==> src/verilog/wash_seq_pkg.sv <==
package wash_seq_pkg;

  // Clock and time base
  localparam int unsigned CLK_PERIOD_NS = 40;
  localparam int unsigned NS_PER_S = 1_000_000_000;
  localparam int unsigned TICK_CYCLES = NS_PER_S / CLK_PERIOD_NS;

  // Fixed step timing in seconds, and time unit conversion factors
  localparam logic [7:0] SPIN_CW_S = 8'h04;
  localparam logic [7:0] DRAIN_DELAY_S = 8'h03;
  localparam logic [7:0] DRAIN_TIME_S = 8'h3c;
  localparam logic [7:0] CHEM_PULSE_S = 8'h1e;
  localparam logic [7:0] FLUSH_DELAY_S = 8'h14;
  localparam logic [7:0] FLUSH_ON_S = 8'h1e;
  localparam logic [7:0] CHEM1_DEFAULT_S = 8'h1e;
  localparam logic [11:0] SEC_PER_MIN = 12'h03c;
  localparam logic [11:0] SEC_PER_QTR = 12'h00f;
  localparam logic [11:0] MIN_PER_TEN = 12'h00a;

  // Step type codes
  localparam logic [4:0] CODE_END = 5'h00;
  localparam logic [4:0] CODE_SOAK_HOT = 5'h01;
  localparam logic [4:0] CODE_FLUSH_HOT = 5'h04;
  localparam logic [4:0] CODE_WASH_HOT = 5'h07;
  localparam logic [4:0] CODE_RINSE_HOT = 5'h0a;
  localparam logic [4:0] CODE_RINSE_SPLIT = 5'h0c;
  localparam logic [4:0] CODE_FINISH = 5'h0d;
  localparam logic [4:0] CODE_EXTRACT = 5'h0e;

  // Step duration digit limits
  localparam logic [3:0] MIN_TENS_MAX = 4'h6;
  localparam logic [3:0] MIN_UNITS_MAX = 4'h9;
  localparam logic [3:0] MIN_UNITS_AT_TOP = 4'h3;

  // Register byte offsets
  localparam logic [7:0] REG_CTRL = 8'h00;
  localparam logic [7:0] REG_STEP = 8'h04;
  localparam logic [7:0] REG_CONFIG = 8'h08;
  localparam logic [7:0] REG_STATUS = 8'h0c;
  localparam logic [7:0] REG_ELAPSED = 8'h10;
  localparam logic [7:0] REG_OUTPUTS = 8'h14;

  // CTRL fields
  localparam int CTRL_START = 0;
  localparam int CTRL_ABORT = 1;
  localparam int CTRL_PROG = 2;
  localparam int CTRL_FINISH_SPLIT = 3;
  localparam int CTRL_RESTORE = 4;

  // STEP fields
  localparam int STEP_CODE_LSB = 0;
  localparam int STEP_TENS_LSB = 8;
  localparam int STEP_UNITS_LSB = 12;
  localparam int STEP_QTR_LSB = 16;
  localparam int STEP_CHEM_LSB = 24;

  // CONFIG fields
  localparam int CFG_CHEM1_LSB = 0;
  localparam int CFG_LANG_LSB = 8;

  localparam int NUM_CHEM = 5;

  typedef enum logic [2:0] {
    PH_IDLE = 3'b000,
    PH_FILL = 3'b001,
    PH_BATH = 3'b010,
    PH_SPIN_CW = 3'b011,
    PH_DRAIN_ACCEL = 3'b100,
    PH_DRAIN = 3'b101,
    PH_EXTRACT = 3'b110
  } phase_e;

endpackage : wash_seq_pkg

==> src/verilog/second_tick.sv <==
`timescale 1ns/1ps
`default_nettype none
module second_tick import wash_seq_pkg::*; #(
  parameter int unsigned CYCLES = TICK_CYCLES
) (
  input wire logic clk_sys,
  input wire logic reset_n,
  output logic tick
);

  typedef struct packed {
    logic [31:0] count;
    logic tick;
  } tick_s;

  tick_s cur;
  tick_s next_cur;

  always_comb begin
    next_cur = cur;
    next_cur.tick = 1'b0;
    if (cur.count >= 32'(CYCLES - 1)) begin
      next_cur.count = '0;
      next_cur.tick = 1'b1;
    end else begin
      next_cur.count = cur.count + 32'h00000001;
    end
  end

  always_ff @(posedge clk_sys) begin
    if (!reset_n) begin
      cur <= '0;
    end else begin
      cur <= next_cur;
    end
  end

  assign tick = cur.tick;

endmodule : second_tick
`default_nettype wire

==> src/verilog/chem_injector.sv <==
`timescale 1ns/1ps
`default_nettype none
module chem_injector import wash_seq_pkg::*; (
  input wire logic clk_sys,
  input wire logic reset_n,
  input wire logic tick,
  input wire logic fire,
  input wire logic abort,
  input wire logic [NUM_CHEM-1:0] enable,
  input wire logic [7:0] chem1_dur,
  output logic [NUM_CHEM-1:0] chem_inject,
  output logic chem_flush
);

  typedef struct packed {
    logic [NUM_CHEM-1:0][7:0] left;
    logic any_prev;
    logic flush_wait;
    logic flush_on;
    logic [7:0] flush_cnt;
  } chem_s;

  chem_s cur;
  chem_s next_cur;
  logic any_now;

  always_comb begin
    next_cur = cur;
    any_now = 1'b0;
    for (int i = 0; i < NUM_CHEM; i++) begin
      if (fire && enable[i]) begin
        next_cur.left[i] = (i == 0) ? chem1_dur : CHEM_PULSE_S;
      end else if (tick && cur.left[i] != 8'h00) begin
        next_cur.left[i] = cur.left[i] - 8'h01;
      end
      if (next_cur.left[i] != 8'h00) begin
        any_now = 1'b1;
      end
    end
    next_cur.any_prev = any_now;
    if (cur.any_prev && !any_now) begin
      next_cur.flush_wait = 1'b1;
      next_cur.flush_on = 1'b0;
      next_cur.flush_cnt = FLUSH_DELAY_S;
    end else if (tick && cur.flush_cnt != 8'h00) begin
      next_cur.flush_cnt = cur.flush_cnt - 8'h01;
    end else if (cur.flush_cnt == 8'h00 && cur.flush_wait) begin
      next_cur.flush_wait = 1'b0;
      next_cur.flush_on = 1'b1;
      next_cur.flush_cnt = FLUSH_ON_S;
    end else if (cur.flush_cnt == 8'h00) begin
      next_cur.flush_on = 1'b0;
    end
    if (abort) begin
      next_cur = '0;
    end
  end

  always_ff @(posedge clk_sys) begin
    if (!reset_n) begin
      cur <= '0;
    end else begin
      cur <= next_cur;
    end
  end

  always_comb begin
    for (int i = 0; i < NUM_CHEM; i++) begin
      chem_inject[i] = cur.left[i] != 8'h00;
    end
  end

  assign chem_flush = cur.flush_on;

endmodule : chem_injector
`default_nettype wire

==> src/verilog/wash_step_sequencer.sv <==
// The APB interface to the registers and the register addresses are this design's own decisions.
`timescale 1ns/1ps
`default_nettype none
module wash_step_sequencer import wash_seq_pkg::*; #(
  parameter int unsigned TICK_CYCLES_P = TICK_CYCLES
) (
  input wire logic clk_sys,
  input wire logic reset_n,
  input wire logic psel,
  input wire logic penable,
  input wire logic pwrite,
  input wire logic [7:0] paddr,
  input wire logic [31:0] pwdata,
  output logic [31:0] prdata,
  output logic pready,
  output logic pslverr,
  input wire logic level_high_reached,
  input wire logic level_low_reached,
  input wire logic drain_speed_reached,
  output logic hot_valve,
  output logic cold_valve,
  output logic level_select_high,
  output logic motor_reverse,
  output logic motor_cw_wash,
  output logic motor_drain_speed,
  output logic motor_extract,
  output logic drain_open,
  output logic [NUM_CHEM-1:0] chem_inject,
  output logic chem_flush
);

  typedef struct packed {
    phase_e phase;
    logic [4:0] code;
    logic [11:0] target;
    logic [11:0] elapsed;
    logic [7:0] sec_cnt;
    logic [NUM_CHEM-1:0] chem_en;
    logic [31:0] step_reg;
    logic prog_mode;
    logic finish_split;
    logic [7:0] chem1_dur;
    logic [2:0] language;
    logic invalid;
    logic step_done;
    logic formula_end;
    logic chem_fire;
    logic chem_abort;
    logic [31:0] rdata;
  } seq_s;

  seq_s cur;
  seq_s next_cur;
  logic tick;
  logic setup;
  logic access;
  logic wr;
  logic mapped;
  logic [4:0] new_code;
  logic [3:0] new_tens;
  logic [3:0] new_units;
  logic [1:0] new_qtr;
  logic code_ok;
  logic time_ok;
  logic high_level;
  logic level_ok;
  logic want_hot;
  logic want_cold;
  logic [11:0] new_seconds;
  logic [31:0] out_bits;
  logic [31:0] read_mux;

  second_tick #(
    .CYCLES(TICK_CYCLES_P)
  ) u_tick (
    .clk_sys(clk_sys),
    .reset_n(reset_n),
    .tick(tick)
  );

  chem_injector u_chem (
    .clk_sys(clk_sys),
    .reset_n(reset_n),
    .tick(tick),
    .fire(cur.chem_fire),
    .abort(cur.chem_abort),
    .enable(cur.chem_en),
    .chem1_dur(cur.chem1_dur),
    .chem_inject(chem_inject),
    .chem_flush(chem_flush)
  );

  // Step register fields awaiting start
  always_comb begin
    new_code = cur.step_reg[STEP_CODE_LSB +: 5];
    new_tens = cur.step_reg[STEP_TENS_LSB +: 4];
    new_units = cur.step_reg[STEP_UNITS_LSB +: 4];
    new_qtr = cur.step_reg[STEP_QTR_LSB +: 2];
    code_ok = new_code <= CODE_EXTRACT;
    time_ok = (new_tens < MIN_TENS_MAX && new_units <= MIN_UNITS_MAX) ||
      (new_tens == MIN_TENS_MAX && new_units <= MIN_UNITS_AT_TOP);
    new_seconds = (12'(new_tens) * MIN_PER_TEN + 12'(new_units)) *
      SEC_PER_MIN + 12'(new_qtr) * SEC_PER_QTR;
  end

  // Step type decode for running step
  always_comb begin
    high_level = cur.code < CODE_WASH_HOT ||
      (cur.code >= CODE_RINSE_HOT && cur.code <= CODE_RINSE_SPLIT);
    want_hot = 1'b0;
    want_cold = 1'b0;
    case (cur.code)
      5'h01, 5'h04, 5'h07, 5'h0a: begin
        want_hot = 1'b1;
      end
      5'h02, 5'h05, 5'h08, 5'h0b: begin
        want_cold = 1'b1;
      end
      5'h03, 5'h06, 5'h09, 5'h0c: begin
        want_hot = 1'b1;
        want_cold = 1'b1;
      end
      CODE_FINISH: begin
        want_hot = cur.finish_split;
        want_cold = 1'b1;
      end
      default: begin
        want_hot = 1'b0;
        want_cold = 1'b0;
      end
    endcase
    level_ok = high_level ? level_high_reached : level_low_reached;
  end

  assign setup = psel && !penable;
  assign access = psel && penable;
  assign wr = access && pwrite;
  assign mapped = paddr == REG_CTRL || paddr == REG_STEP ||
    paddr == REG_CONFIG || paddr == REG_STATUS ||
    paddr == REG_ELAPSED || paddr == REG_OUTPUTS;

  always_comb begin
    out_bits = '0;
    out_bits[0] = hot_valve;
    out_bits[1] = cold_valve;
    out_bits[2] = level_select_high;
    out_bits[3] = motor_reverse;
    out_bits[4] = motor_cw_wash;
    out_bits[5] = motor_drain_speed;
    out_bits[6] = motor_extract;
    out_bits[7] = drain_open;
    out_bits[8 +: NUM_CHEM] = chem_inject;
    out_bits[13] = chem_flush;
  end

  always_comb begin
    read_mux = '0;
    case (paddr)
      REG_CTRL: begin
        read_mux[CTRL_PROG] = cur.prog_mode;
        read_mux[CTRL_FINISH_SPLIT] = cur.finish_split;
      end
      REG_STEP: begin
        read_mux = cur.step_reg;
      end
      REG_CONFIG: begin
        read_mux[CFG_CHEM1_LSB +: 8] = cur.chem1_dur;
        read_mux[CFG_LANG_LSB +: 3] = cur.language;
      end
      REG_STATUS: begin
        read_mux[2:0] = cur.phase;
        read_mux[4] = cur.invalid;
        read_mux[5] = cur.step_done;
        read_mux[6] = cur.formula_end;
        read_mux[12:8] = cur.code;
      end
      REG_ELAPSED: begin
        read_mux[11:0] = cur.elapsed;
        read_mux[27:16] = cur.target;
      end
      REG_OUTPUTS: begin
        read_mux = out_bits;
      end
      default: begin
        read_mux = '0;
      end
    endcase
  end

  always_comb begin
    next_cur = cur;
    next_cur.chem_fire = 1'b0;
    next_cur.chem_abort = 1'b0;
    if (setup && !pwrite) begin
      next_cur.rdata = read_mux;
    end
    // Sequencer
    case (cur.phase)
      PH_IDLE: begin
        next_cur.elapsed = '0;
      end
      PH_FILL: begin
        if (level_ok) begin
          next_cur.phase = PH_BATH;
          next_cur.elapsed = '0;
          next_cur.chem_fire = 1'b1;
        end
      end
      PH_BATH: begin
        if (cur.elapsed == cur.target) begin
          next_cur.phase = PH_SPIN_CW;
          next_cur.sec_cnt = SPIN_CW_S;
        end else if (tick) begin
          next_cur.elapsed = cur.elapsed + 12'h001;
        end
      end
      PH_SPIN_CW: begin
        if (cur.sec_cnt == 8'h00) begin
          next_cur.phase = PH_DRAIN_ACCEL;
          next_cur.sec_cnt = DRAIN_DELAY_S;
        end else if (tick) begin
          next_cur.sec_cnt = cur.sec_cnt - 8'h01;
        end
      end
      PH_DRAIN_ACCEL: begin
        if (cur.sec_cnt == 8'h00) begin
          next_cur.phase = PH_DRAIN;
          next_cur.sec_cnt = DRAIN_TIME_S;
        end else if (tick && drain_speed_reached) begin
          next_cur.sec_cnt = cur.sec_cnt - 8'h01;
        end
      end
      PH_DRAIN: begin
        if (cur.sec_cnt == 8'h00) begin
          next_cur.phase = PH_IDLE;
          next_cur.step_done = 1'b1;
        end else if (tick) begin
          next_cur.sec_cnt = cur.sec_cnt - 8'h01;
        end
      end
      PH_EXTRACT: begin
        if (cur.elapsed == cur.target) begin
          next_cur.phase = PH_IDLE;
          next_cur.step_done = 1'b1;
        end else if (tick) begin
          next_cur.elapsed = cur.elapsed + 12'h001;
        end
      end
      default: begin
        next_cur.phase = PH_IDLE;
      end
    endcase
    // Register writes
    if (wr) begin
      case (paddr)
        REG_CTRL: begin
          next_cur.prog_mode = pwdata[CTRL_PROG];
          next_cur.finish_split = pwdata[CTRL_FINISH_SPLIT];
          if (pwdata[CTRL_RESTORE] && cur.prog_mode) begin
            next_cur.chem1_dur = CHEM1_DEFAULT_S;
          end
          if (pwdata[CTRL_ABORT]) begin
            next_cur.phase = PH_IDLE;
            next_cur.chem_abort = 1'b1;
          end else if (pwdata[CTRL_START] && cur.phase == PH_IDLE) begin
            next_cur.step_done = 1'b0;
            next_cur.formula_end = 1'b0;
            next_cur.invalid = 1'b0;
            if (!code_ok || !time_ok) begin
              next_cur.invalid = 1'b1;
            end else begin
              next_cur.code = new_code;
              next_cur.target = new_seconds;
              next_cur.elapsed = '0;
              next_cur.chem_en = '0;
              if (new_code == CODE_END) begin
                next_cur.formula_end = 1'b1;
              end else if (new_code == CODE_EXTRACT) begin
                next_cur.phase = PH_EXTRACT;
              end else begin
                next_cur.phase = PH_FILL;
                next_cur.chem_en =
                  cur.step_reg[STEP_CHEM_LSB +: NUM_CHEM];
              end
            end
          end
        end
        REG_STEP: begin
          next_cur.step_reg = pwdata;
        end
        REG_CONFIG: begin
          if (cur.prog_mode) begin
            next_cur.chem1_dur = pwdata[CFG_CHEM1_LSB +: 8];
            next_cur.language = pwdata[CFG_LANG_LSB +: 3];
          end
        end
        default: begin
          next_cur.rdata = cur.rdata;
        end
      endcase
    end
  end

  always_ff @(posedge clk_sys) begin
    if (!reset_n) begin
      cur <= '0;
      cur.chem1_dur <= CHEM1_DEFAULT_S;
    end else begin
      cur <= next_cur;
    end
  end

  assign pready = 1'b1;
  assign pslverr = access && !mapped;
  assign prdata = cur.rdata;

  // Outputs decoded from registered phase and step code
  assign hot_valve = cur.phase == PH_FILL && want_hot;
  assign cold_valve = cur.phase == PH_FILL && want_cold;
  assign level_select_high = cur.phase == PH_FILL && high_level;
  assign motor_reverse = (cur.phase == PH_FILL || cur.phase == PH_BATH) &&
    cur.code >= CODE_FLUSH_HOT;
  assign motor_cw_wash = cur.phase == PH_SPIN_CW;
  assign motor_drain_speed = cur.phase == PH_DRAIN_ACCEL ||
    cur.phase == PH_DRAIN;
  assign motor_extract = cur.phase == PH_EXTRACT;
  assign drain_open = cur.phase == PH_DRAIN || cur.phase == PH_EXTRACT;

endmodule : wash_step_sequencer
`default_nettype wire

==> config.mk <==
export PLATFORM = sky130hd
export DESIGN_NAME = wash_step_sequencer
export DESIGN_NICKNAME = d
export VERILOG_FILES = /design/src/verilog/wash_seq_pkg.sv /design/src/verilog/second_tick.sv /design/src/verilog/chem_injector.sv /design/src/verilog/wash_step_sequencer.sv
export SDC_FILE = /design/constraint.sdc
export NUM_CORES = 1
export LEC_CHECK = 0
export ABC_AREA = 1
export BUFFER_PORTS_ARGS = -buffer_cell sky130_fd_sc_hd__buf_2
export CAP_MARGIN = 10
export CORE_ASPECT_RATIO = 0.8
export CORE_MARGIN = 2
export CORE_UTILIZATION = 35
export CTS_BUF_LIST = sky130_fd_sc_hd__clkbuf_16
export DETAILED_ROUTE_END_ITERATION = 12
export GPL_ROUTABILITY_DRIVEN = 0
export MAX_ROUTING_LAYER = met4
export PLACE_DENSITY_LB_ADDON = 0.15
export SETUP_SLACK_MARGIN = 0.2
export SYNTH_ARGS = -nofsm -noshare
export SYNTH_HDL_FRONTEND = slang
export SYNTH_HIERARCHICAL = 1
export SYNTH_SLANG_ARGS = --single-unit
==> constraint.sdc <==
create_clock -name clk_sys -period 9.9 [get_ports clk_sys]
set_clock_uncertainty 0.1 [all_clocks]
set_input_delay 0.495 -clock clk_sys [delete_from_list [all_inputs] [get_ports clk_sys]]
set_output_delay 0.495 -clock clk_sys [all_outputs]
set_load 0.03 [all_outputs]
# Word level (Yosys, flattened, before mapping)
# Index checks and enable logic that the tools add are counted.
[op_classes] n_addsub=11 magnitude_cmp=9 mul=3 n_eq_ne=34 n_reduce_logical=85 n_bitwise=4 n_mux=83
[ops] cell="$mux 32" count=7
[ops] cell="$mux 8" count=19
[ops] cell="$reduce_bool 8->1" count=11
[ops] cell="$sub 8x1->8 const B" count=7
[ops] cell="$mux 12" count=3
[ops] cell="$pmux 12 s3" count=1
[ops] cell="$eq 5x4->1 const B" count=7
[ops] cell="$add 32x1->32 const B" count=1
[ops] cell="$ge 32x25->1 const B" count=1
[ops] cell="$pmux 8 s4" count=1
[ops] cell="$pmux 3 s5" count=2
[ops] cell="$mux 29" count=1
[ops] cell="$logic_and 1x1->1" count=28
[ops] cell="$mux 3" count=9
[ops] cell="$logic_not 8->1" count=3
[ops] cell="$pmux 12 s2" count=1
[ops] cell="$pmux 3 s7" count=1
[ops] cell="$eq 5x3->1 const B" count=4
[ops] cell="$mux 1" count=18
[ops] cell="$eq 8x4->1 const B" count=2
[ops] cell="$eq 8x5->1 const B" count=2
[ops] cell="$pmux 8 s2" count=1
[ops] cell="$add 12x1->12 const B" count=1
[ops] cell="$add 12x6->12" count=1
[ops] cell="other kinds (50)" count=97
[totals] register_bits=211 word_cells=258

# Longest topological paths before layout
[logic_depth] word_depth=14 depth_mapped=26

# By module
# The synthesis kept the hierarchy.
[by_module_without_submodules] mod="wash_step_sequencer" cells_per_inst=1129 area_per_inst_um2=8059.0 seq_area_each_um2=2542.4 n_inst=1
[by_module_without_submodules] mod="chem_injector" cells_per_inst=570 area_per_inst_um2=3598.5 seq_area_each_um2=1021.0 n_inst=1
[by_module_without_submodules] mod="second_tick" cells_per_inst=212 area_per_inst_um2=1611.5 seq_area_each_um2=660.6 n_inst=1

# Least setup slack after synthesis
# Ideal clock, no wire load.
[synth_timing] path_kind="register to register" from="register cur[59] (netlist name)" to="register cur[118] (netlist name)" t_required_ns=9.687 path_stages_with_launch=25 setup_time_ns=0.113 t_arrival_ns=4.137 setup_slack_ns=5.549 path_cell_list="dfxtp_1 -> ha_1 -> ha_1 -> fa_1 -> nand2_1 -> a21oi_1 -> inv_1 -> nand2_1 -> inv_1 -> fa_1 -> inv_1 -> fa_1 -> inv_1 -> ha_1 -> nand2_1 -> inv_1 -> nand2_1 -> nand3_1 -> xor2_1 -> inv_1 -> nand2_1 -> nor2_1 -> nand3_1 -> nand3_1 -> nand2_1"

==> impl_metrics.prom <==
# TYPE chip_impl_metric gauge
chip_impl_info{name="run_status",value="finished, violations left"} 1
chip_impl_info{name="failing_checks",value="DRC"} 1
chip_impl_metric{name="initial_antenna_violation_count",unit=""} 0
chip_impl_metric{name="combinationalPowerShare",unit="%"} 4.2
chip_impl_info{name="crit_path_top_delay_cell",value="sky130_fd_sc_hd__fa_1"} 1
chip_impl_metric{name="post-route-period-util",unit="%"} 48.8
chip_impl_info{name="clock_tree_from_tritoncts",value="yes"} 1
chip_impl_metric{name="clock_period_minus_final_worst_setup_slack",unit="ns"} 4.83
chip_impl_metric{name="synth.avg_cell_area",unit="um2"} 6.94
chip_impl_metric{name="post_drt_via_cell_ratio",unit=""} 4.93
chip_impl_metric{name="cts-htree-levels",unit=""} 1
chip_impl_metric{name="synth_cells",unit=""} 1911
chip_impl_metric{name="die_width",unit="um"} 222
chip_impl_metric{name="io_buffer_count",unit=""} 94
chip_impl_metric{name="detail_route.first_pass.iterations",unit=""} 10
chip_impl_metric{name="asyncSetResetFlopFracSynth",unit="%"} 0
chip_impl_metric{name="max_freq",unit="MHz"} 207
chip_impl_metric{name="grt_start_max_net_pins",unit=""} 54
chip_impl_metric{name="fraction_of_final_layout_cells_with_drive_strength_greater_than_1",unit="%"} 14.7
chip_impl_metric{name="detailroute.via_count",unit=""} 12143
chip_impl_metric{name="net-switching-power",unit="mW"} 0.446
chip_impl_metric{name="post_cts.resized_instances",unit=""} 0
chip_impl_metric{name="totalWireLength",unit="um"} 38100
chip_impl_metric{name="grt_first_pass_wirelength",unit="um"} 61900
chip_impl_metric{name="max-cap-violations",unit=""} 0
chip_impl_metric{name="fp.dieH",unit="um"} 178
chip_impl_metric{name="internal-power",unit="mW"} 1.39
chip_impl_metric{name="design.portCount",unit=""} 96
chip_impl_metric{name="sw_frac_of_total",unit="%"} 24.3
chip_impl_metric{name="clkLatencyLatePin",unit="ns"} 0.54
chip_impl_info{name="synth_ff_type",value="sky130_fd_sc_hd__dfxtp_1"} 1
chip_impl_metric{name="timing_hold_violations_final",unit=""} 0
chip_impl_metric{name="ys_seq_area_share",unit="%"} 31.8
chip_impl_metric{name="core_area",unit="um2"} 37200
chip_impl_metric{name="biggest_cell_delay_along_the_critical_path",unit="ns"} 0.54
chip_impl_metric{name="vias_in_the_first_global_route",unit=""} 11577
chip_impl_metric{name="die-area",unit="um2"} 39500
chip_impl_metric{name="half_perimeter_wire_length_of_the_detailed_placement_result",unit="um"} 28400
chip_impl_metric{name="finalNetCount",unit=""} 2058
chip_impl_metric{name="drt-wirelength-per-cell",unit="um"} 15.5
chip_impl_metric{name="max_slew_vio_count",unit=""} 0
chip_impl_info{name="grt_setup_unrepaired",value="no"} 1
chip_impl_metric{name="final.setup.tns",unit="ns"} 0
chip_impl_metric{name="flow.area_growth_from_synthesis",unit="%"} 10.5
chip_impl_metric{name="edff_count_synth",unit=""} 0
chip_impl_metric{name="cts_setup_buffers",unit=""} 0
chip_impl_info{name="setup.worst_path.end_class",value="flop"} 1
chip_impl_metric{name="critical_path_arrival",unit="ns"} 5.17
chip_impl_metric{name="grt_remaining_overflow",unit=""} 0
chip_impl_info{name="critical_path.most_common_cell",value="sky130_fd_sc_hd__inv_1"} 1
chip_impl_metric{name="numCtsBuffers",unit=""} 25
chip_impl_metric{name="rows",unit=""} 63
chip_impl_metric{name="tritoncts_num_sinks",unit=""} 211
chip_impl_metric{name="initial_drt_markers",unit=""} 799
chip_impl_metric{name="finalHoldWorstSlack",unit="ns"} 0.0727
chip_impl_metric{name="clk_pin_slew_worst_paths",unit="ns"} 0.06
chip_impl_metric{name="crit_fanout",unit=""} 6
chip_impl_metric{name="worstPathRequired",unit="ns"} 10.23
chip_impl_metric{name="drtAntennaViolNets",unit=""} 0
chip_impl_info{name="timing.critical_path.cells",value="ha_1 -> ha_1 -> fa_1 -> nand2_1 -> a21oi_1 -> inv_1 -> nand2_1 -> inv_1 -> fa_1 -> inv_1 -> fa_1 -> inv_1 -> ha_1 -> nand2_1 -> inv_1 -> nand4_1 -> nand3_1 -> xor2_1 -> inv_1 -> nand2_1 -> nor2_1 -> nand3_1 -> nand3_1 -> nand2_1"} 1
chip_impl_metric{name="antenna_cells",unit=""} 0
chip_impl_metric{name="power.leakage",unit="nW"} 6.81
chip_impl_metric{name="vdd.ir_drop.worst",unit="mV"} 0.116
chip_impl_metric{name="report.final.setup_viol",unit=""} 0
chip_impl_metric{name="post_synth_instance_area",unit="um2"} 13300
chip_impl_metric{name="clock_path_buffers",unit=""} 3
chip_impl_metric{name="dp_slack",unit="ns"} 5.12
chip_impl_metric{name="cts-hold-fix-buffers",unit=""} 0
chip_impl_info{name="layout_commonest_cell",value="sky130_fd_sc_hd__nand2_1"} 1
chip_impl_info{name="worst_hold_path_type",value="input pin to flop"} 1
chip_impl_metric{name="grt_total_usage",unit="%"} 20.1
chip_impl_metric{name="timing_worst_slew_pin_value",unit="ns"} 0.862
chip_impl_metric{name="cellPowerDensity",unit="nW/um2"} 125
chip_impl_metric{name="layout_setup_ws",unit="ns"} 5.07
chip_impl_info{name="setup.worst_path.class",value="flop to flop"} 1
chip_impl_info{name="clock_tree.root_cell",value="sky130_fd_sc_hd__clkbuf_16"} 1
chip_impl_metric{name="synth.yosys.warnings",unit=""} 6
chip_impl_metric{name="total_power",unit="mW"} 1.83
chip_impl_metric{name="drt_drc_violations_left",unit=""} 9
chip_impl_metric{name="power.clock.fraction",unit="%"} 48.9
chip_impl_info{name="worst_setup_path_start_kind",value="flop"} 1
chip_impl_metric{name="sequentialPowerShare",unit="%"} 46.9
chip_impl_metric{name="synth_cell_types",unit=""} 68
chip_impl_metric{name="floorplan.initialDensity",unit="%"} 35.7
chip_impl_metric{name="postSynthRegisterBits",unit=""} 211
chip_impl_metric{name="relSlewSlack",unit="%"} 42.4
chip_impl_info{name="mostFrequentLayoutCells",value="sky130_fd_sc_hd__nand2_1, sky130_fd_sc_hd__inv_1, sky130_fd_sc_hd__dfxtp_1, sky130_fd_sc_hd__nor2_1, sky130_fd_sc_hd__o21ai_0"} 1
## stage by stage
stage	std cells	utilization [%]	area (um2)
2_1_floorplan	1917	-	13300
3_3_place_gp	2417	37.3	13900
3_5_place_dp	2417	37.3	13900
4_1_cts	2461	39.4	14700
5_1_grt	2461	39.4	14700
6_report	2461	39.4	14700
## sequential cells by signal (all words and copies together) (netlist names)
| name | flops |
|---|---|
| cur | 95 |
| u_chem/cur | 50 |
| prdata | 32 |
| u_tick/cur | 32 |
| u_chem/chem_flush | 1 |
| u_tick/tick | 1 |
## worst max-delay path: cells and delay by family, from the launching register on
kind                       cells  cell delay, ns
buffers and inverters          6            0.38
xor gates and xnor gates       1            0.18
AOI/OAI and AO/OA              1            0.18
DFF                            1            0.48
and+or+nand+nor               10            0.99
adders and majority gates      6            2.41
## kinds of logic (layout without fill, tap and decap cells)
family                     Yosys count  count (layout)  share of synthesized area, %
buffers and inverters              376             433                          12.3
other                                2               8                        0.0566
DFF                                211             211                          31.8
and+or+nand+nor                    891             891                          31.2
adders and majority gates           53              53                          5.90
xor gates and xnor gates            57              57                          3.76
AOI/OAI and AO/OA                  321             321                          14.9
## synthesized netlist by cell type (16+ instances only)
cell type	count	area (um2)
sky130_fd_sc_hd__nand3_1	94	470
sky130_fd_sc_hd__nor2_1	208	781
sky130_fd_sc_hd__inv_1	256	961
sky130_fd_sc_hd__ha_1	37	463
sky130_fd_sc_hd__nor2_2	22	138
sky130_fd_sc_hd__o21ai_1	18	90.1
sky130_fd_sc_hd__xor2_1	40	350
sky130_fd_sc_hd__nor3_1	24	120
sky130_fd_sc_hd__nand2_1	430	1610
sky130_fd_sc_hd__a21oi_1	92	460
sky130_fd_sc_hd__nand4_1	27	169
sky130_fd_sc_hd__o21ai_0	113	566
sky130_fd_sc_hd__dfxtp_1	211	4220
sky130_fd_sc_hd__inv_2	27	101
sky130_fd_sc_hd__fa_1	16	320
sky130_fd_sc_hd__nand2_2	19	119
sky130_fd_sc_hd__buf_4	35	263
sky130_fd_sc_hd__clkbuf_1	28	105
sky130_fd_sc_hd__xnor2_1	17	149
## layer usage
| metal | vias up | track usage (%) | part of all wire, % |
|---|---|---|---|
| met3 | 58 | 3.36 | 5.9 |
| met2 | 299 | 29.9 | 41 |
| met4 | 0 | 5.18 | 2.5 |
| li1 | 6211 | - | - |
| met1 | 5575 | 28.1 | 51 |
| met5 | - | - | 0 |
## power by group through the flow
stage	registers [mW]	logic, mW	clock network, mW
6_report	0.860	0.0772	0.897
5_1_grt	0.860	0.0843	0.959
4_1_cts	0.860	0.0781	0.928
3_5_place_dp	0.879	0.0777	0
3_3_place_gp	0.879	0.0777	0
2_1_floorplan	0.877	0.0547	0
## area by class of cell
class	count	area (um2)
sequential	211	4230
clock buffer	25	626
clock inverter	19	149
fill	3963	22500
inverter	290	1100
timing repair buffer	99	508
multi-input combinational	1330	7440
tap	487	609
## worst paths after layout
path,start,endpoint,slack (ns),cells after the start
max reg2reg,cur[59],cur[118],5.07,24
max,cur[59],cur[118],5.07,24
min reg2reg,cur[39],cur[39],0.35,2
min,pwdata[23],cur[73],0.07,3
(Power assumes the default switching activity.)
